File: src/hdl/stt_consts.svh
// constants of the system tick timer: offsets, fields, reset values
`ifndef STT_CONSTS_SVH
`define STT_CONSTS_SVH
`define STT_OFS_CTRL      12'h010
`define STT_OFS_RESTART   12'h014
`define STT_OFS_COUNT     12'h018
`define STT_OFS_CALIB     12'h01C
`define STT_OFS_IRQ_STAT  12'h020
`define STT_OFS_IRQ_MASK  12'h024
`define STT_BIT_ENABLE    0
`define STT_BIT_EXC_EN    1
`define STT_BIT_SOURCE    2
`define STT_BIT_ZERO      16
`define STT_BIT_MISSING   31
`define STT_BIT_INEXACT   30
`define STT_CAL_COUNT     24'hC35
`define STT_CAL_MISSING   1'h0
`define STT_CAL_INEXACT   1'h1
`define STT_REF_DIVIDE    6'h20
`define STT_RESET_CTRL    1'h0
`endif

File: src/hdl/stt_pkg.sv
// types of the system tick timer
package stt_pkg;
   typedef logic [23:0] stt_count_t;
   typedef enum logic [1:0] {
      STT_IDLE,
      STT_LOAD,
      STT_RUN
   } stt_state_t;
endpackage

File: src/hdl/stt_ref_tick.sv
// reference tick generator: oscillator divided by 32, edges to sys_clk pulses
`include "stt_consts.svh"
module stt_ref_tick (
   input  wire logic sys_clk,
   input  wire logic rst,
   input  wire logic oscClk,
   output logic      refTick
);
   logic [5:0] divCnt_q;
   logic       divOut_q;
   logic       sync1_q;
   logic       sync2_q;
   logic       sync3_q;

   // oscillator is treated as an ordinary pin, sampled in sys_clk domain
   always_ff @(posedge sys_clk or posedge rst) begin
      if (rst) begin
         sync1_q <= 1'b0;
         sync2_q <= 1'b0;
         sync3_q <= 1'b0;
      end else begin
         sync1_q <= oscClk;
         sync2_q <= sync1_q;
         sync3_q <= sync2_q;
      end
   end

   // count oscillator rising edges; one tick per 32 of them
   always_ff @(posedge sys_clk or posedge rst) begin
      if (rst) begin
         divCnt_q <= 6'h00;
         divOut_q <= 1'b0;
      end else begin
         divOut_q <= 1'b0;
         if (sync2_q && !sync3_q) begin
            if (divCnt_q == `STT_REF_DIVIDE - 6'h01) begin
               divCnt_q <= 6'h00;
               divOut_q <= 1'b1;
            end else begin
               divCnt_q <= divCnt_q + 6'h01;
            end
         end
      end
   end

   assign refTick = divOut_q;
endmodule

File: src/hdl/stt_timer.sv
// system tick timer: 24-bit down counter with register port and interrupt
//
// Local design decisions: the placing of the registers and the address-and-strobe port.
`include "stt_consts.svh"
module stt_timer (
   input  wire logic        sys_clk,
   input  wire logic        rst,
   input  wire logic        oscClk,
   input  wire logic [11:0] regAddr,
   input  wire logic [31:0] regWrData,
   input  wire logic        regWrite,
   input  wire logic        regRead,
   output logic [31:0]      regRdData,
   output logic             tickPend,
   output logic             irq
);
   logic                  refTick;
   logic                  tick;
   logic                  enable_q;
   logic                  tick_exception_enable_q;
   logic                  source_q;
   logic                  zeroFlag_q;
   stt_pkg::stt_count_t   restart_q;
   stt_pkg::stt_count_t   count_q;
   stt_pkg::stt_state_t   state_q;
   logic                  zeroHit;
   logic                  tickPend_q;
   logic [1:0]            irqStat_q;
   logic [1:0]            irqMask_q;
   logic [31:0]           rdData_q;
   logic                  wrCtrl;
   logic                  wrRestart;
   logic                  wrCount;
   logic                  rdCtrl;
   logic                  rdStat;

   stt_ref_tick u_ref (
      .sys_clk (sys_clk),
      .rst     (rst),
      .oscClk  (oscClk),
      .refTick (refTick)
   );

   // address decode
   assign wrCtrl    = regWrite && regAddr == `STT_OFS_CTRL;
   assign wrRestart = regWrite && regAddr == `STT_OFS_RESTART;
   assign wrCount   = regWrite && regAddr == `STT_OFS_COUNT;
   assign rdCtrl    = regRead && regAddr == `STT_OFS_CTRL;
   assign rdStat    = regRead && regAddr == `STT_OFS_IRQ_STAT;

   // counting clock choice
   assign tick = source_q ? 1'b1 : refTick;

   // control bits; only the three defined bits are stored
   always_ff @(posedge sys_clk or posedge rst) begin
      if (rst) begin
         enable_q  <= `STT_RESET_CTRL;
         tick_exception_enable_q <= `STT_RESET_CTRL;
         source_q  <= `STT_RESET_CTRL;
      end else if (wrCtrl) begin
         enable_q  <= regWrData[`STT_BIT_ENABLE];
         tick_exception_enable_q <= regWrData[`STT_BIT_EXC_EN];
         source_q  <= regWrData[`STT_BIT_SOURCE];
      end
   end

   // restart value, upper byte dropped
   always_ff @(posedge sys_clk or posedge rst) begin
      if (rst) begin
         restart_q <= 24'h000000;
      end else if (wrRestart) begin
         restart_q <= regWrData[23:0];
      end
   end

   // run state: enabling forces a load before counting starts
   always_ff @(posedge sys_clk or posedge rst) begin
      if (rst) begin
         state_q <= stt_pkg::STT_IDLE;
      end else begin
         case (state_q)
            stt_pkg::STT_IDLE: begin
               if (wrCtrl && regWrData[`STT_BIT_ENABLE]) begin
                  state_q <= stt_pkg::STT_LOAD;
               end
            end
            stt_pkg::STT_LOAD: begin
               state_q <= enable_q ? stt_pkg::STT_RUN : stt_pkg::STT_IDLE;
            end
            stt_pkg::STT_RUN: begin
               if (!enable_q) begin
                  state_q <= stt_pkg::STT_IDLE;
               end
            end
            default: begin
               state_q <= stt_pkg::STT_IDLE;
            end
         endcase
      end
   end

   // a tick on zero reloads rather than wraps; only the step from 1 to 0 counts as reached
   assign zeroHit = state_q == stt_pkg::STT_RUN && tick
                    && count_q == 24'h000001;

   always_ff @(posedge sys_clk or posedge rst) begin
      if (rst) begin
         count_q <= 24'h000000;
      end else if (wrCount) begin
         count_q <= 24'h000000;
      end else if (state_q == stt_pkg::STT_LOAD) begin
         count_q <= restart_q;
      end else if (state_q == stt_pkg::STT_RUN && tick) begin
         if (count_q == 24'h000000) begin
            count_q <= restart_q;
         end else begin
            count_q <= count_q - 24'h000001;
         end
      end
   end

   // zero flag: a set in the cycle of a clearing read still wins
   always_ff @(posedge sys_clk or posedge rst) begin
      if (rst) begin
         zeroFlag_q <= 1'b0;
      end else if (zeroHit) begin
         zeroFlag_q <= 1'b1;
      end else if (rdCtrl || wrCount) begin
         zeroFlag_q <= 1'b0;
      end
   end

   // tick exception pend pulse, one cycle per zero
   always_ff @(posedge sys_clk or posedge rst) begin
      if (rst) begin
         tickPend_q <= 1'b0;
      end else begin
         tickPend_q <= zeroHit && tick_exception_enable_q;
      end
   end
   assign tickPend = tickPend_q;

   // sticky event status: bit0 zero reached, bit1 tick pended
   always_ff @(posedge sys_clk or posedge rst) begin
      if (rst) begin
         irqStat_q <= 2'h0;
      end else begin
         irqStat_q <= (rdStat ? 2'h0 : irqStat_q)
                      | {zeroHit && tick_exception_enable_q, zeroHit};
      end
   end

   always_ff @(posedge sys_clk or posedge rst) begin
      if (rst) begin
         irqMask_q <= 2'h0;
      end else if (regWrite && regAddr == `STT_OFS_IRQ_MASK) begin
         irqMask_q <= regWrData[1:0];
      end
   end

   assign irq = |(irqStat_q & irqMask_q);

   // read data, one cycle after the strobe, zero when idle or unmapped
   always_ff @(posedge sys_clk or posedge rst) begin
      if (rst) begin
         rdData_q <= 32'h00000000;
      end else begin
         rdData_q <= 32'h00000000;
         if (regRead) begin
            case (regAddr)
               `STT_OFS_CTRL: begin
                  rdData_q[`STT_BIT_ZERO]    <= zeroFlag_q;
                  rdData_q[`STT_BIT_SOURCE]  <= source_q;
                  rdData_q[`STT_BIT_EXC_EN]  <= tick_exception_enable_q;
                  rdData_q[`STT_BIT_ENABLE]  <= enable_q;
               end
               `STT_OFS_RESTART: begin
                  rdData_q[23:0] <= restart_q;
               end
               `STT_OFS_COUNT: begin
                  rdData_q[23:0] <= count_q;
               end
               `STT_OFS_CALIB: begin
                  rdData_q[`STT_BIT_MISSING] <= `STT_CAL_MISSING;
                  rdData_q[`STT_BIT_INEXACT] <= `STT_CAL_INEXACT;
                  rdData_q[23:0]             <= `STT_CAL_COUNT;
               end
               `STT_OFS_IRQ_STAT: begin
                  rdData_q[1:0] <= irqStat_q;
               end
               `STT_OFS_IRQ_MASK: begin
                  rdData_q[1:0] <= irqMask_q;
               end
               default: begin
                  rdData_q <= 32'h00000000;
               end
            endcase
         end
      end
   end
   assign regRdData = rdData_q;
endmodule

File: config.mk
export PLATFORM = sky130hd
export DESIGN_NAME = stt_timer
export DESIGN_NICKNAME = d
export VERILOG_FILES = /design/src/hdl/stt_pkg.sv /design/src/hdl/stt_ref_tick.sv /design/src/hdl/stt_timer.sv
export VERILOG_INCLUDE_DIRS = /design/src /design/src/hdl
export SDC_FILE = /design/constraint.sdc
export NUM_CORES = 1
export LEC_CHECK = 0
export BUFFER_PORTS_ARGS = -buffer_cell sky130_fd_sc_hd__buf_2
export CAP_MARGIN = 15
export CORE_MARGIN = 3
export CORE_UTILIZATION = 25
export CTS_CLUSTER_SIZE = 40
export DETAILED_ROUTE_END_ITERATION = 8
export GPL_ROUTABILITY_DRIVEN = 0
export PLACE_DENSITY = 0.51
export SETUP_SLACK_MARGIN = 0.4
export SLEW_MARGIN = 10
export SYNTH_ARGS = -nofsm -noshare
export SYNTH_HDL_FRONTEND = slang
export SYNTH_SLANG_ARGS = --single-unit
File: constraint.sdc
create_clock -name sys_clk -period 3.3 [get_ports sys_clk]
set_input_delay 0.33 -clock sys_clk [delete_from_list [all_inputs] [get_ports sys_clk]]
set_output_delay 0.33 -clock sys_clk [all_outputs]
set_load 0.01 [all_outputs]
### Word-level counts from Yosys, hierarchy flattened

Cells that the tools add are included.

| storage, ports and cells | value |
|---|---|
| logic and storage cells | 73 |
| memories kept | 0 |
| ROM bits | 0 |
| RAM bits | 0 |
| output and inout bits | 34 |
| bits of input ports | 49 |
| register bits after elaboration | 101 |
| latch bits | 0 |

| cells by class | value |
|---|---|
| reduce and logical (&&, ||, !) cells | 19 |
| $add $sub $neg | 2 |
| magnitude comparators | 0 |
| divide/modulo/power cells | 0 |
| shift-type cells | 0 |
| muxes and demuxes | 22 |
| equality and inequality tests | 12 |
| bitwise operators | 2 |
| $mul | 0 |

Operators by type and width:

| kind | number |
|---|---|
| $mux 24 | 4 |
| $eq 12x5->1 const B | 4 |
| $pmux 13 s3 | 1 |
| $mux 31 | 1 |
| $eq 12x6->1 const B | 2 |
| $eq 24x1->1 const B | 1 |
| $logic_not 24->1 | 1 |
| $sub 24x1->24 const B | 1 |
| $pmux 7 s2 | 1 |
| $pmux 2 s6 | 1 |
| $logic_and 1x1->1 | 11 |
| $mux 2 | 4 |
| $add 6x1->6 const B | 1 |
| $eq 6x5->1 const B | 1 |
| $mux 1 | 6 |
| $mux 6 | 1 |
| $pmux 2 s3 | 1 |
| $ne 2x2->1 const B | 2 |
| $pmux 1 s4 | 1 |
| $pmux 1 s3 | 1 |
| $reduce_bool 3->1 | 1 |
| $and 2x2->2 | 1 |
| $eq 2x1->1 const B | 1 |
| $eq 2x2->1 const B | 1 |
| other kinds (7) | 7 |

### Logic depth before layout (Yosys ltp)

| logic depth | value |
|---|---|
| word-level depth | 5 |
| mapped depth | 10 |
| mapped depth without buffers | 7 |

### Hierarchy

A second synthesis with hierarchy kept.

| second synthesis, totals | value |
|---|---|
| cell total of the unflattened synthesis | 428 |
| area, all modules | 4708.3 um^2 |

Modules (own cells, without submodules):

| module | seq. area each (um^2) | times used | area each (um^2) | cells an instance |
|---|---|---|---|---|
| stt_timer | 2102.0 | 1 | 4311.6 | 395 |
| stt_ref_tick | 250.2 | 1 | 396.6 | 33 |

### Worst setup path after synthesis

Ideal clock, no wire load.

| path | value |
|---|---|
| kind | flip-flop to flip-flop |
| start point | reg count_q[0] |
| end point | reg count_q[23] |
| stages on the path, launching flop included | 10 |
| buffers on the path | 2 |
| period minus slack after synthesis | 2051 ps |
| data required time | 3178 ps |
| arrival | 1929 ps |
| setup time | 122 ps |
| path slack | 1249 ps |
| path through | dfrtp_1 inv_1 ha_1 nor4b_1 and3_1 buf_6 a21oi_2 buf_6 mux2_1 a32o_1 |

| on the way | value |
|---|---|
| word-level cells in the longest chain between the ends | 5 |
| elaborated cells between the ends (all ways) | 6 |
| classes of those cells | 1 x add/sub; 4 x mux; 1 x reduce/logical |

RTL lines:

| element | RTL line | text |
|---|---|---|
| start: declaration | stt_timer.sv:24 | `stt_pkg::stt_count_t count_q;` |
| start signal: assignment | stt_timer.sv:112 | `count_q <= restart_q;` |
| start signal: assignment | stt_timer.sv:115 | `count_q <= restart_q;` |
| start signal: assignment | stt_timer.sv:117 | `count_q <= count_q - 24'h000001;` |
| $sub 24x1->24 / $logic_not 24->1 (equally long branches) | stt_timer.sv:117, stt_timer.sv:114 |  |
| $mux 24 * | stt_timer.sv:114 | `if (count_q == 24'h000000) begin` |
| $mux 24 * | stt_timer.sv:113 | `end else if (state_q == stt_pkg::STT_RUN && tick) begin` |
| $mux 24 * | stt_timer.sv:111 | `end else if (state_q == stt_pkg::STT_LOAD) begin` |
| $mux 24 * | stt_timer.sv:109 | `end else if (wrCount) begin` |

Every way passes the cells marked *; elsewhere a longest branch is shown, timed or not. The select of a mux whose other input is x is not followed.
A chain may end at the register's enable or synchronous reset.

### Worst setup path after layout

| path | value |
|---|---|
| start point | reg count_q[0] |
| end point | reg count_q[9] |

Same word-level chain as after synthesis.

==> impl_metrics.yaml <==
synth:
  syn_area_sq_um: 4790
  synth-edff-count: 0
  ys_ff_latch: 94
  netlist_top_cells_area: "dfrtp_1 (49%), mux2_4 (7.2%), nand2_1 (3.3%)"
  synth.top_cell.area_share_pct: 49.1
  synth_compound_area_share_pct: 14.5
  synth.most_common_cell: "dfrtp_1"
  yosysWarningCount: 0
  synth_top_family_by_area: "simple AND/OR/NAND/NOR gates"
  yosys.area_share.simple_pct: 18.3
  avgSynthCellArea_sq_um: 10.9
  synthTopCellsByCount: "dfrtp_1 (94), nand2_1 (42), nor2_1 (31)"
  synth_fa_ha_area_share_pct: 1.04
  synthFlopType: "dfrtp_1"
  synthMuxAreaShare_pct: 11.3
  synth_area_leader_cell: "dfrtp_1"
  ys_seq_area_share_pct: 49.1
  netlist_instances: 440
  synth_cell_types: 64
  async_flop_share_pct: 100
  synth_xor_area_share_pct: 0.731
sta:
  worstMarginPinSlew_ps: 996
  worst_slack_ps: 634
  skew_ps: 7.60
  setup-violations-final: 0
  setup_tns_ps: 0
  post-route-period-util_pct: 80.8
  timing.final.crit_period_ps: 2670
  hold_viol: 0
  relSlewSlack_pct: 33.6
  fmax_mhz: 375
  slew_violations: 0
  rsz0062_at_grt: "false"
  hold_ws_ps: 87.6
placement:
  dp_cells: 721
  dp_slack_ps: 645
  place_area_sq_um: 5340
  dpl.hpwl_mm: 8.96
  port_buffers: 67
pwr:
  p_comb_share_pct: 5.0
  p_per_area_nw_per_um2: 423
  power.total_mw: 2.38
  netSwitchingFraction_pct: 22.7
  worst_ir_drop_vdd_v: 0.000248
  p_leak_nw: 2.63
  pwr-share-seq_pct: 50.9
  netSwitchingPower_uw: 542
  p_clk_share_pct: 44.1
  p_int_mw: 1.84
routing:
  wl_per_cell_um: 17.4
  first_pass_iters: 4
  ant_nets: 0
  num_vias: 3695
  wirelength_mm: 12.8
  drc: 0
  drtIter0Drc: 203
  vias_per_cell: 5.01
clock_tree:
  cts_root_buf: "clkbuf_16"
  clock_sinks: 94
  cts_max_level: 3
  insertion_delay_ps: 350
  post-cts-setup-buffer-count: 0
  cts_tree: "done"
  clk_pin_slew_worst_paths_ps: 60
  cts_resized: 0
  cts_buffers: 9
  clockBufferDepth: 2
  cts-hold-fix-buffers: 0
floorplan:
  fp-row-count: 49
  fp.dieH_um: 144
  initial_utilization_pct: 26.0
  chipWidth_um: 144
  ioPinCount: 83
  die_area_sq_um: 20900
  core_area_sq_um: 18400
layout:
  areaGrowthSynthToFinish_pct: 17.7
  multi_input_area_sq_um: 2230
  nets: 556
  fillers: 1906
  seqCellArea_sq_um: 2350
  final_util_pct: 30.6
  antenna_cells: 0
  drive_gt1_share_pct: 28.3
  layoutNonFillerInstCount: 737
  finish.instance_area_sq_um: 5640
global_route:
  grt_overflow_total: 0
  first_global_vias: 3833
  grt.total_usage_pct: 12.9
  grt_max_degree: 56
  grt_busiest_layer: "met2"
  use_met1_pct: 17.2
  antenna_found_initial: 0
  grtUsageMet3_pct: 3.37
  use_met2_pct: 20.8
  grt_first_pass_wirelength_mm: 20.9
worst_setup_path:
  crit_fanout: 11
  startpoint_type: "flip-flop"
  critPathSlowestCell: "a21oi_2"
  worstSetupEndpointType: "flip-flop"
  crit_arrival_ps: 2900
  cp_slowest_stage_delay_ps: 570
  path_buf_inv: 2
  cpLargestDelayFamily: "compound AO/OA/AOI/OAI gates"
  crit_path_cell_trace: "inv_1, ha_1, nor4b_1, and3_1, a21oi_2, buf_4, mux2_4, a32o_1"
  r2r_setup_slack_ps: 630
  required_ps: 3530
  crit_type: "flip-flop to flip-flop"
min_path:
  hp-class: "input port to flip-flop"
status:
  status: "finished clean"
job:
  timing.max_cap.violations: 0
## cell families (layout without fill, tap and decap cells)
group	count (synthesis)	count (layout)
and+or+nand+nor	155	155
AOI/OAI and AO/OA	100	100
buffers and inverters	41	103
xor gates and xnor gates	4	4
other	1	7
muxes	41	41
adders and majority gates	4	4
DFF	94	94
## worst paths after layout
path,startpoint,end,depth (start not counted)
worst max-delay path,count_q[0]$_DFFE_PP0P_,count_q[9]$_DFFE_PP0P_,8
worst min-delay path,oscClk,u_ref.sync1_q$_DFF_PP0_,1
worst max register to register,count_q[0]$_DFFE_PP0P_,count_q[9]$_DFFE_PP0P_,8
worst min register to register,u_ref.sync1_q$_DFF_PP0_,u_ref.sync2_q$_DFF_PP0_,0
max in group asynchronous,rst,restart_q[8]$_DFFE_PP0P_,3
min in group asynchronous,rst,regRdData[21]$_DFF_PP0_,2
## cell usage in the layout (no fill, tap or decap), types with 8 or more instances in the layout
| cell | count |
|---|---|
| nand2_1 | 42 |
| buf_2 | 67 |
| nor3_1 | 15 |
| clkbuf_16 | 9 |
| nand3_1 | 13 |
| nor2_1 | 31 |
| o21ai_0 | 15 |
| buf_4 | 11 |
| dfrtp_1 | 94 |
| a21oi_1 | 16 |
| a22oi_1 | 18 |
| mux2_4 | 23 |
| a31oi_1 | 8 |
| mux2_2 | 11 |
## power by group through the flow
| stage | registers (mW) | clock network (mW) | logic [mW] |
|---|---|---|---|
| 6_report | 1.21 | 1.05 | 0.119 |
| 5_1_grt | 1.22 | 1.14 | 0.138 |
| 4_1_cts | 1.21 | 1.09 | 0.123 |
| 3_5_place_dp | 1.23 | 0 | 0.123 |
| 3_3_place_gp | 1.23 | 0 | 0.119 |
| 2_1_floorplan | 1.23 | 0 | 0.0786 |
## layout make-up
cell class	instances	area share [%]
sequential	94	41.7
multi-input combinational	311	39.5
timing repair buffer	79	7.77
tap	229	5.08
clock buffer	11	4.31
clock inverter	5	1.04
inverter	8	0.555
## sequential cells by signal (all words and copies together), names as in the netlist
register	count
u_ref.sync1_q	1
irqMask_q	2
restart_q	24
source_q	1
state_q	2
tickPend	1
u_ref.refTick	1
irqStat_q	2
u_ref.divCnt_q	6
count_q	24
regRdData	25
tick_exception_enable_q	1
zeroFlag_q	1
enable_q	1
u_ref.sync3_q	1
u_ref.sync2_q	1
## routing by layer
metal | part of all wire (%) | vias up
met1 | 45 | 1842
met2 | 48 | 94
met4 | 1.3 | 0
met3 | 5.2 | 15
li1 | - | 1744
met5 | 0 | -
## worst register-to-register path: cells and delay by family (launching register included)
kind / cells / cell delay, ps
flops: 1 / 430
compound gates: 2 / 780
mux: 1 / 300
fa+ha+maj: 1 / 210
simple gates: 2 / 450
buf+inv: 2 / 380
Power figures use the tool's default switching activity.
